--- src/core/hids_pkg.sv ---
`default_nettype none

package hids_pkg;

  // Host I/O address layout
  localparam int          HOST_ADDR_W        = 10;
  localparam logic [4:0]  ADAPTOR_WIN_A7_3   = 5'h1A;
  localparam logic [5:0]  SYSCTL_WIN_A7_2    = 6'h36;
  localparam int          WIN_BASE_LSB       = 8;
  localparam logic [1:0]  BASE_ANY_WINDOW    = 2'h3;

  // System-control register offsets within the sysctl window (A1..A0)
  localparam logic [1:0]  SYS_RESET_OFS      = 2'h0;
  localparam logic [1:0]  SYS_ANALYSE_OFS    = 2'h1;

  // Field positions and reset values
  localparam int          CTL_BIT            = 0;
  localparam int          ERR_BIT            = 0;
  localparam logic        RESET_CTL_RST      = 1'b0;
  localparam logic        ANALYSE_CTL_RST    = 1'b0;
  localparam logic [7:0]  DATA_ZERO          = 8'h00;

  // Timing
  localparam int          MCLK_PERIOD_NS     = 10;
  localparam int          ADAPTOR_CLK_NS     = 200;
  localparam int          ADAPTOR_HALF_CYC   = ADAPTOR_CLK_NS / (2 * MCLK_PERIOD_NS);

  localparam int          NUM_MODULES        = 4;

  typedef enum logic [3:0]
  {
    LINK_IDLE    = 4'b0001,
    LINK_WR_WAIT = 4'b0010,
    LINK_WR_ACT  = 4'b0100,
    LINK_RD_ACT  = 4'b1000
  } hids_link_t;

endpackage : hids_pkg

`default_nettype wire

--- src/core/hids_clk_div.sv ---
`timescale 1ns/10ps
`default_nettype none

module hids_clk_div
#(
  parameter int HALF_CYC = hids_pkg::ADAPTOR_HALF_CYC
)
(
  input  wire logic mclk,
  input  wire logic rstn,
  output var  logic divClk
);
  import hids_pkg::*;

  localparam int CW = (HALF_CYC > 1) ? $clog2(HALF_CYC) : 1;

  typedef struct packed
  {
    logic [CW-1:0] cnt;
    logic          clk;
  } hids_div_t;

  hids_div_t s_q;
  hids_div_t s_d;

  if (HALF_CYC < 1)
  begin : gBadDiv
    $error("hids_clk_div: HALF_CYC must be at least 1");
  end

  // Free-running divider; output straight from a flop
  always_comb
  begin
    s_d = s_q;
    if (s_q.cnt == CW'(HALF_CYC - 1))
    begin
      s_d.cnt = '0;
      s_d.clk = ~s_q.clk;
    end
    else
    begin
      s_d.cnt = s_q.cnt + CW'(1);
    end
  end

  always_ff @(posedge mclk or negedge rstn)
  begin
    if (!rstn)
    begin
      s_q <= '0;
    end
    else
    begin
      s_q <= s_d;
    end
  end

  assign divClk = s_q.clk;

endmodule : hids_clk_div

`default_nettype wire

--- src/core/hids_host_port.sv ---
// Overview of operation
// - Selects assert only while their jumper-presence input is low.
// - Any base jumper low adds A8 and A9 to the board decode.
// - Base 00,01,10 pick one window; 11 answers in all four windows.
// - Adaptor select decodes A3..A7, sysctl select A2..A7, both qualified by bus enable.
// - Sysctl select opens the reset, analyse and error registers to host.
// - Writing bit 0 as 1 asserts reset or analyse; 0 clears it.
// - Reading the error register returns bit 0 set while chain reports error.
// - Adaptor access sequence built from host write, read and bus clock.
// - Chip select enables data buffer; write strobe sets its direction.
// - Host reset goes out inverted; the same control resets the link adaptor uninverted.
// - A1 and A2 select one of four adaptor registers.
// - Adaptor receives a 5 MHz clock.
// - Host reset and analyse can be jumpered onto the Up port.
// - Reset and analyse go to plug-in modules uninverted.
// - Error lines are wired-OR; any low source means error.
`timescale 1ns/10ps
`default_nettype none

module hids_host_port
#(
  parameter int NMOD     = hids_pkg::NUM_MODULES,
  parameter int HALF_CYC = hids_pkg::ADAPTOR_HALF_CYC
)
(
  input  wire logic                               mclk,
  input  wire logic                               rstn,
  input  wire logic [hids_pkg::HOST_ADDR_W-1:0]   hostAddr,
  input  wire logic [7:0]                         hostDataIn,
  output var  logic [7:0]                         hostDataOut,
  output var  logic                               hostDataOe,
  input  wire logic                               host_io_write_n,
  input  wire logic                               host_io_read_n,
  input  wire logic                               host_bus_clock,
  input  wire logic                               cpu_bus_enable0,
  input  wire logic                               base_jumper_bit0,
  input  wire logic                               base_jumper_bit1,
  input  wire logic                               link_jumper_present_n,
  input  wire logic                               sysctl_jumper_present_n,
  input  wire logic                               up_route_jumper_n,
  output var  logic                               adaptor_port_select_n,
  output var  logic                               sysctl_select_n,
  output var  logic                               adaptor_chip_sel_n,
  output var  logic                               adaptor_write_strobe_n,
  output var  logic [1:0]                         adaptorRegSel,
  output var  logic                               adaptorReset,
  output var  logic                               adaptorClk,
  output var  logic                               bufEnable_n,
  output var  logic                               bufToAdaptor,
  output var  logic                               host_reset_out_n,
  output var  logic                               upResetOut,
  output var  logic                               upResetOe,
  output var  logic                               upAnalyseOut,
  output var  logic                               upAnalyseOe,
  output var  logic                               moduleReset,
  output var  logic                               moduleAnalyse,
  input  wire logic [NMOD-1:0]                    moduleError_n,
  input  wire logic                               downError_n,
  input  wire logic                               subsysError_n,
  output var  logic                               upErrorOut,
  output var  logic                               upErrorOe
);
  import hids_pkg::*;

  typedef struct packed
  {
    hids_link_t  linkState;
    logic        hostClkPrev;
    logic        wrPrev_n;
    logic        resetCtl;
    logic        analyseCtl;
    logic        resetOut_n;
    logic [7:0]  dataOut;
    logic        dataOe;
    logic        adaptorSel_n;
    logic        sysSel_n;
    logic        chipSel_n;
    logic        writeStrobe_n;
    logic        bufToAdp;
    logic [1:0]  regSel;
    logic        upResetOe;
    logic        upAnalyseOe;
    logic        upErrorOe;
  } hids_state_t;

  hids_state_t s_q;
  hids_state_t s_d;

  logic        baseHit;
  logic [1:0]  baseSel;
  logic        adaptorHit;
  logic        sysHit;
  logic        chainError;
  logic        hostClkRise;
  logic        writeLink;
  logic        readLink;
  logic        writeSys;
  logic        readSys;

  if (NMOD < 1)
  begin : gBadMod
    $error("hids_host_port: NMOD must be at least 1");
  end

  if (HALF_CYC < 1)
  begin : gBadClk
    $error("hids_host_port: HALF_CYC must be at least 1");
  end

  if (HOST_ADDR_W < WIN_BASE_LSB + 2)
  begin : gBadAddr
    $error("hids_host_port: host address too narrow for base decode");
  end

  // Base window: jumpers 11 leave A8/A9 out of the compare
  assign baseSel = {base_jumper_bit1, base_jumper_bit0};

  always_comb
  begin
    if (baseSel == BASE_ANY_WINDOW)
    begin
      baseHit = 1'b1;
    end
    else
    begin
      baseHit = (hostAddr[WIN_BASE_LSB +: 2] == baseSel);
    end
  end

  // Window decode on A7..A3 for adaptor, A7..A2 for sysctl; bus enable gates out DMA cycles
  assign adaptorHit = baseHit && cpu_bus_enable0
                      && (hostAddr[7:3] == ADAPTOR_WIN_A7_3)
                      && !link_jumper_present_n;
  assign sysHit     = baseHit && cpu_bus_enable0
                      && (hostAddr[7:2] == SYSCTL_WIN_A7_2)
                      && !sysctl_jumper_present_n;

  assign writeLink  = adaptorHit && !host_io_write_n;
  assign readLink   = adaptorHit && !host_io_read_n;
  assign writeSys   = sysHit && !host_io_write_n;
  assign readSys    = sysHit && !host_io_read_n;

  // Any error source pulling low counts
  assign chainError = !downError_n
                      || !subsysError_n
                      || !(&moduleError_n);

  // Inputs are synchronous, so a plain edge compare is safe here
  assign hostClkRise = host_bus_clock && !s_q.hostClkPrev;

  always_comb
  begin
    s_d             = s_q;
    s_d.hostClkPrev = host_bus_clock;
    s_d.wrPrev_n    = host_io_write_n;
    s_d.adaptorSel_n = !adaptorHit;
    s_d.sysSel_n    = !sysHit;
    s_d.regSel      = {hostAddr[2], hostAddr[1]};

    // Capture on the leading edge of a write so a long strobe stores once
    if (writeSys && s_q.wrPrev_n)
    begin
      case (hostAddr[1:0])
        SYS_RESET_OFS:
        begin
          s_d.resetCtl = hostDataIn[CTL_BIT];
        end
        SYS_ANALYSE_OFS:
        begin
          s_d.analyseCtl = hostDataIn[CTL_BIT];
        end
        // Offsets 2 and 3 hold no writable register
        default:
        begin
          s_d.resetCtl = s_q.resetCtl;
        end
      endcase
    end

    // Error reads back at any sysctl offset
    s_d.dataOe  = readSys;
    s_d.dataOut = DATA_ZERO;
    if (readSys)
    begin
      s_d.dataOut[ERR_BIT] = chainError;
    end

    // Writes wait one host clock edge so data settles before chip select
    case (s_q.linkState)
      LINK_IDLE:
      begin
        if (writeLink)
        begin
          s_d.linkState = LINK_WR_WAIT;
        end
        else if (readLink)
        begin
          s_d.linkState = LINK_RD_ACT;
        end
      end
      LINK_WR_WAIT:
      begin
        if (!writeLink)
        begin
          s_d.linkState = LINK_IDLE;
        end
        else if (hostClkRise)
        begin
          s_d.linkState = LINK_WR_ACT;
        end
      end
      LINK_WR_ACT:
      begin
        if (!writeLink)
        begin
          s_d.linkState = LINK_IDLE;
        end
      end
      LINK_RD_ACT:
      begin
        if (!readLink)
        begin
          s_d.linkState = LINK_IDLE;
        end
      end
      default:
      begin
        s_d.linkState = LINK_IDLE;
      end
    endcase

    s_d.chipSel_n = !((s_d.linkState == LINK_WR_ACT)
                      || (s_d.linkState == LINK_RD_ACT));
    s_d.writeStrobe_n = !((s_d.linkState == LINK_WR_WAIT)
                          || (s_d.linkState == LINK_WR_ACT));

    // Inverted copies live in their own flops so no pin hangs off a gate
    s_d.resetOut_n = !s_d.resetCtl;
    s_d.bufToAdp   = !s_d.writeStrobe_n;

    // Up reset and analyse are driven only while the route jumper is fitted; up error is not gated
    s_d.upResetOe   = !up_route_jumper_n && s_d.resetCtl;
    s_d.upAnalyseOe = !up_route_jumper_n && s_d.analyseCtl;
    s_d.upErrorOe   = chainError;
  end

  always_ff @(posedge mclk or negedge rstn)
  begin
    if (!rstn)
    begin
      s_q               <= '0;
      s_q.linkState     <= LINK_IDLE;
      s_q.hostClkPrev   <= 1'b1;
      s_q.wrPrev_n      <= 1'b1;
      s_q.resetCtl      <= RESET_CTL_RST;
      s_q.analyseCtl    <= ANALYSE_CTL_RST;
      s_q.resetOut_n    <= !RESET_CTL_RST;
      s_q.bufToAdp      <= 1'b0;
      s_q.adaptorSel_n  <= 1'b1;
      s_q.sysSel_n      <= 1'b1;
      s_q.chipSel_n     <= 1'b1;
      s_q.writeStrobe_n <= 1'b1;
    end
    else
    begin
      s_q <= s_d;
    end
  end

  // Adaptor clock runs free; the adaptor needs no phase relation to the host
  hids_clk_div
  #(
    .HALF_CYC (HALF_CYC)
  )
  uClkDiv
  (
    .mclk   (mclk),
    .rstn   (rstn),
    .divClk (adaptorClk)
  );

  assign hostDataOut            = s_q.dataOut;
  assign hostDataOe             = s_q.dataOe;
  assign adaptor_port_select_n  = s_q.adaptorSel_n;
  assign sysctl_select_n        = s_q.sysSel_n;
  assign adaptor_chip_sel_n     = s_q.chipSel_n;
  assign adaptor_write_strobe_n = s_q.writeStrobe_n;
  assign adaptorRegSel          = s_q.regSel;
  assign bufEnable_n            = s_q.chipSel_n;
  assign bufToAdaptor           = s_q.bufToAdp;
  assign host_reset_out_n       = s_q.resetOut_n;
  assign adaptorReset           = s_q.resetCtl;
  assign moduleReset            = s_q.resetCtl;
  assign moduleAnalyse          = s_q.analyseCtl;
  // Open-drain pins only ever pull low; the enables carry the state
  assign upResetOut             = 1'b0;
  assign upResetOe              = s_q.upResetOe;
  assign upAnalyseOut           = 1'b0;
  assign upAnalyseOe            = s_q.upAnalyseOe;
  assign upErrorOut             = 1'b0;
  assign upErrorOe              = s_q.upErrorOe;

endmodule : hids_host_port

`default_nettype wire

--- config.mk ---
export PLATFORM = sky130hd
export DESIGN_NAME = hids_host_port
export DESIGN_NICKNAME = d
export VERILOG_FILES = /design/src/core/hids_pkg.sv /design/src/core/hids_clk_div.sv /design/src/core/hids_host_port.sv
export SDC_FILE = /design/constraint.sdc
export NUM_CORES = 1
export LEC_CHECK = 0
export BUFFER_PORTS_ARGS = -buffer_cell sky130_fd_sc_hd__buf_4
export CAP_MARGIN = 40
export CELL_PAD_IN_SITES_DETAIL_PLACEMENT = 1
export CELL_PAD_IN_SITES_GLOBAL_PLACEMENT = 1
export CORE_UTILIZATION = 36
export CTS_CLUSTER_SIZE = 24
export DETAILED_ROUTE_END_ITERATION = 8
export PLACE_DENSITY = 0.84
export REMOVE_ABC_BUFFERS = 1
export SLEW_MARGIN = 20
export SYNTH_ARGS = -nofsm -noshare
export SYNTH_HDL_FRONTEND = slang
export SYNTH_HIERARCHICAL = 1
export SYNTH_SLANG_ARGS = --single-unit
--- constraint.sdc ---
create_clock -name mclk -period 3.5 [get_ports mclk]
set_input_delay 0.525 -clock mclk [delete_from_list [all_inputs] [get_ports mclk]]
set_output_delay 0.525 -clock mclk [all_outputs]
set_load 0.05 [all_outputs]
Word-level counts from Yosys, hierarchy flattened
Index checks and enable logic that the tools add are counted.
Word-level totals
  register bits: 26
  output and inout bits: 28
  word-level logic and storage cells: 80
  input bits: 35
Operators by class
  equality and inequality tests: 13
  reductions and logical operators: 33
  multiplexer cells: 13
  add/sub/neg operators: 1
  bitwise gates (word level): 1
Operators by type and width (count)
  two-way mux 4 bit: 7
  one-hot mux 4 bit (4 select lines): 1
  logical NOT 1 bit: 14
  logical AND 1 bit: 13
  equality test 4 bit (second input constant): 3
  equality test 4 x 2 -> 1 bit (second input constant): 2
  equality test 4 x 3 -> 1 bit (second input constant): 2
  equality test 6 bit (second input constant): 1
  equality test 5 bit (second input constant): 1
  adder 4 x 1 -> 4 bit (second input constant): 1
  equality test 4 x 1 -> 1 bit (second input constant): 1
  logical OR 1 bit: 4
  two-way mux 1 bit: 4
  AND reduction 4 bit: 1
  equality test 2 x 1 -> 1 bit (second input constant): 1
  equality test 2 bit: 1
  equality test 2 bit (second input constant): 1
  logical NOT 2 bit: 1
  two-way mux 2 bit: 1
  NOT 1 bit: 1

Depth between registers and ports, before layout
Gate-level depths: netlist of the first run.
  depth in word-level cells: 12
  mapped depth: 4
  depth with buffers taken out: 4

Hierarchy
Netlist of the first run, hierarchy kept.
Modules (own cells, without submodules)
  hids_host_port: cells an instance 96, times used 1, area each 1084.8 sq um, sequential area each 535.5 sq um
  hids_clk_div: cells an instance 18, times used 1, area each 211.5 sq um, sequential area each 125.1 sq um

Least setup slack after synthesis of the first run
Ideal clock, no wire load.
  path kind: input to register
  from: input hostAddr[2] (netlist bit)
  to: register s_q, in the netlist adaptorReset
  stages: 4
  path slack: 1.664 ns
  data required time: 3.375 ns
  data arrival time: 1.711 ns
  buffers on the path: 0
  setup time: 0.125 ns
  path through: or3b_4 -> nor4_2 -> and4b_4 -> mux2_4
RTL lines
  start, declared: line hids_host_port.sv:28  | input wire logic [hids_pkg::HOST_ADDR_W-1:0] hostAddr,
  end, declared: line hids_host_port.sv:86  | hids_state_t s_q;

==> metrics.txt, run 1 <==
Critical R2R Capture adaptorReset; max_cap viols 0; Routed WL about 2600 µm; register share of total power about 59%; WS Path Type in -> reg; switching power 0.1362 mW; Setup crit start hostAddr[2]; Ant. Diodes 0; gr ovfl total 0; worst clock skew around 0.0058 ns; CTS Root Cell clkbuf_4; setup violators final 0; Critical Path AT about 1.9 ns; #FFs+latches synth 26; post-synthesis sequential area ratio between 50% and 60%; worst-skew pair later-pin latency 0.32 ns; synthesized area per cell ~11 µm²; peak supply drop ~0.11 mV; Syn Std Cell Area roughly 1300 µm²; sw frac a little over a quarter; Area after DPL between 1500 and 2000 µm²; Port Buffers 45; CP Capture Type register; Multi-input gate area between 500 and 600 µm²; f_max a little under 600 MHz; full die area 3845 µm²; 1st-iter DRT viols 24; Gate power share around 16%; PwrDens around 310 nW/µm²; FP Rows 21; vias per inst 4.606; share of layout cells above drive strength 1 a little over two fifths; clock sink count 26; final RePlAce weighted congestion ~0.72; Die Span X between 60 and 70 µm; commonest non-fill, non-tap cell in the layout buf_4; post-synth cell types slightly above 40; commonest non-fill, non-tap cells in the layout 45 x buf_4, 18 x dfrtp_1, 10 x conb_1; P_int 0.3786 mW; WL/cell 12.74 µm; first-pass GRT wire length 4312 µm; 1st-pass router iterations 4; CP Launch Type input pin; CTS max path bufs 2; Period minus WS final about 1.7 ns; setup_tns 0 ns; Lkg Pwr 0.7479 nW; Largest Register s_q; Initial Util 38.24%; Ys Warns 6; cts bufs inserted 3; ys flop type dfrtp_1; cell count after synthesis between 100 and 150; Worst R2R Path Depth 4; fin nets 193; Die H between 60 and 70 µm; CTS tree built; core area around 3400 µm²; CP Max Fanout 4; initial antenna violation count 0; R2R setup slack 1.99 ns; Post-CTS Setup Inserts 0; Design Area, Final approximately 1600 µm²; worst hold path class in -> async; DRC errors left 0; largest net degree at the start of global routing 27; H-tree Lvls 1; fin crit share 48.04%; vias post-DR roughly 940; GRT Total Usage approximately 16%; EDFF count, synth 0; Clk pwr share roughly a quarter; Final Hold Viols 0; status finished clean; Post-DP HPWL 2114 µm; Clock Pin Slew Worst Setup and Hold Paths 0.13 ns; Final ANT Viol Nets 0; unrepaired setup endpoints after global routing no; hold_buf cts 0; # IOs 63; Slew Viols, Final 0; FILL cells 373; post_cts resized 0; FFs w/ async S/R, synth 100.0%; FF-to-FF Start s_q[22]; FF+latch area around 660 µm²; max FFs per register 6; destination of the critical timing path adaptorReset; vias in the first global route between 900 and 1000; Area growth syn-to-layout 26.45%; Worst Path Required about 3.7 ns
[layer usage]
metal  track usage, %  vias up  part of all wire, %
met5                0        -                    0
met4            7.302        0                  1.6
met3            1.449        4                  5.1
met2            28.88       37                   52
met1            18.19      444                   41
li1                 -      450                    -
[per-stage QoR]
stage	power (mW)	setup WS, ns	util, %	hold slack, ns	std cells
2_1_floorplan	0.3552	1.662	-	0.2294	108
3_3_place_gp	0.3916	1.505	47.58	0.4392	199
5_1_grt	0.5379	1.753	48.36	0.08448	203
4_1_cts	0.5226	1.824	48.36	0.07767	203
3_5_place_dp	0.3944	1.460	47.58	0.4454	199
6_report	0.5148	1.819	48.36	0.08309	203
[worst min-delay path by stage]
stage	start	endpoint	slack [ns]	cells after the start
6_report	rstn	uClkDiv/s_q[4]	0.08	1
5_1_grt	rstn	adaptorRegSel[1]	0.08	1
4_1_cts	rstn	uClkDiv/s_q[4]	0.08	1
3_5_place_dp	rstn	s_q[25]	0.45	1
3_3_place_gp	rstn	s_q[25]	0.44	1
2_1_floorplan	rstn	adaptorRegSel[0]	0.23	0
[cell usage after synthesis (all sizes together) (2+ instances only)]
cell type | number | area, µm²
nor4 | 2 | 33.78
buf | 15 | 112.6
nand2 | 8 | 30.03
nor2b | 7 | 43.79
nor3b | 3 | 22.52
mux2 | 2 | 30.03
nand4b | 2 | 23.77
dfstp | 8 | 210.2
mux2i | 4 | 40.04
o21ai | 5 | 25.02
dfrtp | 18 | 450.4
or3 | 2 | 12.51
nor2 | 7 | 26.28
nor3 | 4 | 25.02
nand2b | 5 | 33.78
inv | 3 | 11.26
o21bai | 3 | 37.54
[power groups by stage]
stage	Sequential [mW]	Clock (mW)	Combinational (mW)
after global routing	0.306	0.142	0.0895
after floorplan	0.317	0	0.0381
final	0.306	0.126	0.0824
after global placement	0.311	0	0.0803
after CTS	0.306	0.133	0.0831
after detailed placement	0.311	0	0.0830
[worst max-delay path, cell delays in order]
cell and delay [ns]:
buf_4 0.12, or3b_4 0.42, nor4_2 0.23, and4b_4 0.30, mux2_4 0.30
[cell families (layout without fill, tap and decap cells)]
family	count (synthesis)	count (layout)	synth area share [%]
AND/OR/NAND/NOR	48	48	24.71
other	1	10	0.2893
multiplexers	6	6	5.406
buffers and inverters	18	52	9.556
XOR/XNOR	2	2	1.352
flip-flops	26	26	50.96
AO/OA/AOI/OAI	13	13	7.722
[cell type report]
cell class	instances	share of cell area [%]
sequential	26	40.31
multi-input combinational	79	33.28
clock buffer	4	1.603
timing repair buffer	45	20.61
tap	46	3.511
inverter	3	0.6870
Power figures use the tool's default switching activity.
==> run 2, diff against run 1 <==
- ABC_AREA: default -> 1
- CORE_UTILIZATION: 36 -> 32
- PLACE_DENSITY: 0.84 -> 0.79
- clock period: 3.5 -> 1.6 ns (I/O delays scaled with it)
==> run 2 against run 1 <==
- worst hold slack got worse by 0.0043 ns
- highest routed layer unchanged
- first-iteration DRC count rose by 38%
- clock power rose to 3.0 times the previous value
- largest cell class unchanged
- power rose to 2.7 times the previous value
- die area rose by 16%
==> metrics.txt, run 2 <==
CP Max Fanout 4; Area after DPL 1669 µm²; FP Rows 23; CTS tree built; Ys Warns 6; vias per inst between 4 and 5; PwrDens between 800 and 900 nW/µm²; Area growth syn-to-layout 27.95%; GRT Total Usage between 10% and 20%; post-synth cell types 24; gr ovfl total 0; Slew Viols, Final 0; ys flop type dfrtp_1; sw frac a little under a third; Design Area, Final around 1700 µm²; fin nets roughly 240; fin crit share between 70 and 80%; Final Hold Viols 0; CP Capture Type register; area leader, netlist dfrtp_1; Gate power share between 20% and 30%; P_int 0.9782 mW; Ant. Diodes 0; 1st-iter DRT viols 33; Largest Register s_q; worst-skew pair later-pin latency between 0.2 and 0.3 ns; total power between 1 and 1.5 mW; CP Launch Type register; full die area between 4000 and 5000 µm²; top cells by area, synth dfrtp_1 33%, dfstp_2 16%, buf_4 8.4%; max FFs per register 6; final std cells w/o fill 250; Worst Path Required about 1.8 ns; setup violators final 0; switching power about 0.42 mW; placed instance count ~250; WS Path Type reg -> reg; peak supply drop between 0.2 and 0.3 mV; Syn Std Cell Area roughly 1300 µm²; Final ANT Viol Nets 0; cts bufs inserted 3; Period minus WS final ~1.3 ns; share of layout cells above drive strength 1 between 40% and 50%; post_cts resized 0; EDFF count, synth 0; FILL cells 487; f_max 795.6 MHz; Port Buffers 45; WL/cell between 10 and 15 µm; status finished clean; register share of total power 49.9%; final RePlAce weighted congestion approximately 0.75; DRC errors left 0; Synth top area share between 30% and 40%; largest net degree at the start of global routing 27; max_cap viols 0; first-pass GRT wire length 4450 µm; Clock Pin Slew Worst Setup and Hold Paths roughly 0.08 ns; unrepaired setup endpoints after global routing no; post-synthesis sequential area ratio about half; 1st-pass router iterations 4; Post-synth top cells 30 x nand2_1, 24 x inv_1, 18 x dfrtp_1; commonest non-fill, non-tap cells in the layout 45 x buf_4, 30 x nand2_1, 24 x inv_1; # IOs 63; setup_tns 0 ns; vias in the first global route 1100; Die Span X 66.89 µm; vias post-DR 1075; H-tree Lvls 1; CTS max path bufs 2; worst hold path class in -> reg; CTS Root Cell clkbuf_8; Post-DP HPWL around 2200 µm; #FFs+latches synth 26; Lkg Pwr roughly 0.96 nW; core area 4029 µm²; Routed WL roughly 2600 µm; Clk pwr share between 20 and 30%; Die H about 67 µm; Critical Path AT around 1.5 ns; most frequent cell after synthesis nand2_1; commonest non-fill, non-tap cell in the layout buf_4; Initial Util roughly a third; cell count after synthesis 156; clock sink count 26; FFs w/ async S/R, synth 100.0%; initial antenna violation count 0; synthesized area per cell 8.638 µm²; worst clock skew between 0.003 and 0.004 ns
==> run 2: changes by cell type after synthesis, sizes merged, moves of 3 or more <==
cell / delta
inv: +29
o21bai: -3
nor3b: -3
nor2b: -7
mux2i: -4
nand4: +5
nor2: +14
nand3: +7
nand2: +29
nand2b: -5
nor3: -3
==> run 2: metrics by stage <==
stage | hold WS, ns | setup slack, ns | util, %
after CTS | 0.07658 | 0.3396 | 42.80
after detailed placement | 0.1628 | 0.3239 | 41.43
after global routing | 0.06675 | 0.2300 | 42.80
after global placement | 0.1613 | 0.3319 | 41.43
final | 0.07878 | 0.3431 | 42.80
after floorplan | -0.05559 | 0.3181 | -
==> run 2: worst paths after layout <==
check                               start              to  slack [ns]  depth (start not counted)
max                               s_q[26]    bufToAdaptor        0.34                          7
min                        host_bus_clock         s_q[23]        0.08                          1
max reg2reg                       s_q[26]    bufToAdaptor        0.34                          7
min reg2reg                uClkDiv/divClk  uClkDiv/divClk        0.51                          2
max in group asynchronous            rstn         s_q[23]        0.90                          2
min in group asynchronous            rstn     upAnalyseOe        0.40                          2
==> run 2: area by class of cell <==
type / count / area [µm²] / share of cell area (%)
timing repair buffer: 46 / 347.8 / 20.17
sequential: 26 / 660.6 / 38.32
inverter: 32 / 120.1 / 6.967
multi-input combinational: 92 / 488.0 / 28.30
tap: 50 / 62.56 / 3.628
clock buffer: 4 / 45.04 / 2.612
==> run 2: timing repair <==
item / 4_1_cts / 5_1_grt
endpoints found under the hold margin: 18 / 0
setup buffers: 0 / 0
hold buffers: 1 / 0
==> run 2: cells by family after synthesis <==
kind of cell / Yosys count / synth area share, %
AOI/OAI and AO/OA: 7 / 3.435
buffers and inverters: 47 / 17.27
DFF: 26 / 49.02
and+or+nand+nor: 75 / 29.99
other: 1 / 0.2783
==> run 2: power groups by stage <==
stage          Clock [mW]  Sequential [mW]  Combinational [mW]
2_1_floorplan           0            0.743               0.185
3_3_place_gp            0            0.712               0.315
3_5_place_dp            0            0.712               0.329
4_1_cts             0.384            0.700               0.332
5_1_grt             0.409            0.703               0.365
6_report            0.377            0.700               0.326
==> run 2: worst max-delay path: stages, from the launching register on <==
cell,delay (ns)
dfrtp_1,0.43
nor2_1,0.15
nand3_1,0.12
nand2_1,0.12
o21ai_0,0.11
nor2_2,0.18
nor2_2,0.06
inv_2,0.04
==> run 2: routing by layer <==
metal	vias up	share of wire (%)	routed length (µm)	track usage [%]
met5	-	0	0	0
met4	0	1.7	44	5.585
met3	5	4.5	119	1.541
met2	32	53	1383	25.76
met1	511	41	1070	13.52
li1	527	-	-	-
==> run 3, diff against run 2 <==
- ABC_AREA: 1 -> 0
- CORE_UTILIZATION: 32 -> 30
- PLACE_DENSITY: 0.79 -> 0.75
- clock period: 1.6 -> 1.1 ns (I/O delays scaled with it)
==> run 3 against run 2 <==
- the flow now finishes with violations (negative setup slack)
- cell count is 10% lower
- first-iteration DRC count is 30% lower
- sequential power is 39% higher
- fmax is 13% lower
- utilization is 6.3 points higher
- global-route usage is 2.4 points higher
- clock power is 60% higher
- sequential share of layout area is 5.3 points lower
- combinational power is 5% lower
- count of clock-buffer cells in the layout stayed put
- power is 35% higher
- register-to-register slack worse by 0.69 ns
==> metrics.txt, run 3 (synthesis results as in run 1) <==
WL/cell between 10 and 15 µm; Final Util roughly half; largest net degree at the start of global routing 27; Die H ~68 µm; PwrDens between 900 and 1000 nW/µm²; Min Hold Slack 0.05720 ns; Lkg Pwr around 0.91 nW; setup violators final 17; fin crit share 131.7%; share of layout cells above drive strength 1 just over 60%; worst clock skew between 0.002 and 0.0025 ns; DRC errors left 0; worst hold path class in -> reg; DP Worst Slack -0.5324 ns; Final ANT Viol Nets 0; Area growth syn-to-layout 54.83%; fin nets around 210; Worst Path Required 1.26 ns; failing checks negative setup slack; CTS Root Cell clkbuf_8; vias in the first global route approximately 1200; CP Launch Type register; Max stage delay cell, worst path dfstp_2; Hold Path Depth 1; vias post-DR 1061; initial antenna violation count 0; Clock Pin Slew Worst Setup and Hold Paths ~0.08 ns; status complete, but fails checks; Largest stage delay, worst path ~0.55 ns; final RePlAce weighted congestion roughly 0.73; peak supply drop between 0.4 and 0.5 mV; 1st-pass router iterations 4; Post-DP HPWL around 2500 µm; setup ws final -0.3485 ns; max FFs per register 6; full die area between 4000 and 5000 µm²; Port Buffers 45; max_cap viols 0; Largest Register s_q; CP Max Fanout 2; cells along the critical path nand2b_4 -> nor4_4 -> and4b_4 -> mux2_4; # IOs 63; first-pass GRT wire length slightly above 5000 µm; total power roughly 1.9 mW; Period minus WS final 1.449 ns; FILL cells 446; commonest non-fill, non-tap cells in the layout 49 x buf_4, 17 x dfrtp_1, 10 x conb_1; gr ovfl total 0; 1st-iter DRT viols 23; WS Path Type reg -> reg; Critical Path AT between 1.5 and 2 ns; Slew Viols, Final 0; clock sink count 26; FP Rows 23; Routed WL 3257 µm; commonest non-fill, non-tap cell in the layout buf_4; Initial Util between 30% and 40%; GRT Total Usage approximately 16%; worst-skew pair later-pin latency 0.27 ns; core area 4086 µm²; unrepaired setup endpoints after global routing yes; Worst R2R Path Depth 4; cts bufs inserted 3; Die Span X 67.73 µm; f_max a little under 700 MHz; CTS max path bufs 2; Final Hold Viols 0; CTS tree built; Ant. Diodes 0; H-tree Lvls 1; vias per inst 4.716; CP Capture Type register
[run 3: cell count changes in the layout (fill, tap and decap cells not counted), sizes merged, moves of 3 or more]
cell,before,now
buf,45,61
inv,32,3
mux2i,0,4
nand2,37,8
nand2b,0,5
nand3,8,1
nand4,6,1
nor2,21,7
nor2b,0,7
nor3,1,4
nor3b,0,3
o21bai,0,3
[run 3: per-layer routing]
layer / wire [µm] / vias up / GRT usage, %
met1: 1120 / 521 / 14.45
met5: 0 / - / 0
met2: 1904 / 44 / 30.69
met4: 82 / 0 / 7.447
li1: - / 487 / -
met3: 149 / 9 / 3.716
[run 3: worst max-delay path: cells and delay by family (launching register included)]
| family | cells | cell delay (ns) |
|---|---|---|
| flops | 1 | 0.55 |
| mux | 1 | 0.29 |
| simple gates | 3 | 0.50 |
[run 3: path summary, 6_finish.rpt]
check	start	to	slack (ns)
max	s_q[22]	adaptorReset	-0.35
min	hostAddr[1]	adaptorRegSel[0]	0.06
max reg2reg	s_q[22]	adaptorReset	-0.35
min reg2reg	uClkDiv/divClk	uClkDiv/divClk	0.47
max in group asynchronous	rstn	adaptor_port_select_n	0.45
min in group asynchronous	rstn	adaptorRegSel[1]	0.36
[run 3: cell type report]
cell class	count	area (µm²)	share of cell area [%]
clock buffers	4	55.05	2.743
flip-flops and latches	26	661.9	32.98
multi-input cells	79	670.6	33.42
repair buffers	63	545.5	27.18
inverters	3	11.26	0.5611
well taps	50	62.56	3.117
[run 3: where the power goes]
group	leakage [nW]	switching, mW	internal [mW]
Combinational	0.570	0.188	0.123
Clock	0.0288	0.283	0.320
Sequential	0.315	0.00729	0.969
Total	0.915	0.478	1.41
[run 3: metrics by stage]
step / std cells / instance area [µm²] / TNS [ns]
2_1_floorplan: 108 / 1217 / -1.544
3_3_place_gp: 217 / 1723 / -3.479
3_5_place_dp: 217 / 1723 / -4.436
4_1_cts: 223 / 1937 / -2.571
5_1_grt: 225 / 2007 / -3.305
6_report: 225 / 2007 / -2.517
[run 3: repair_timing]
action | in CTS | in global routing
pin swaps | 8 | 7
buffers inserted | 1 | 1
hold buffers | 1 | 1
endpoints found under the hold margin | 18 | 1
resized for setup | 34 | 14
setup endpoints to repair | 20 | 19
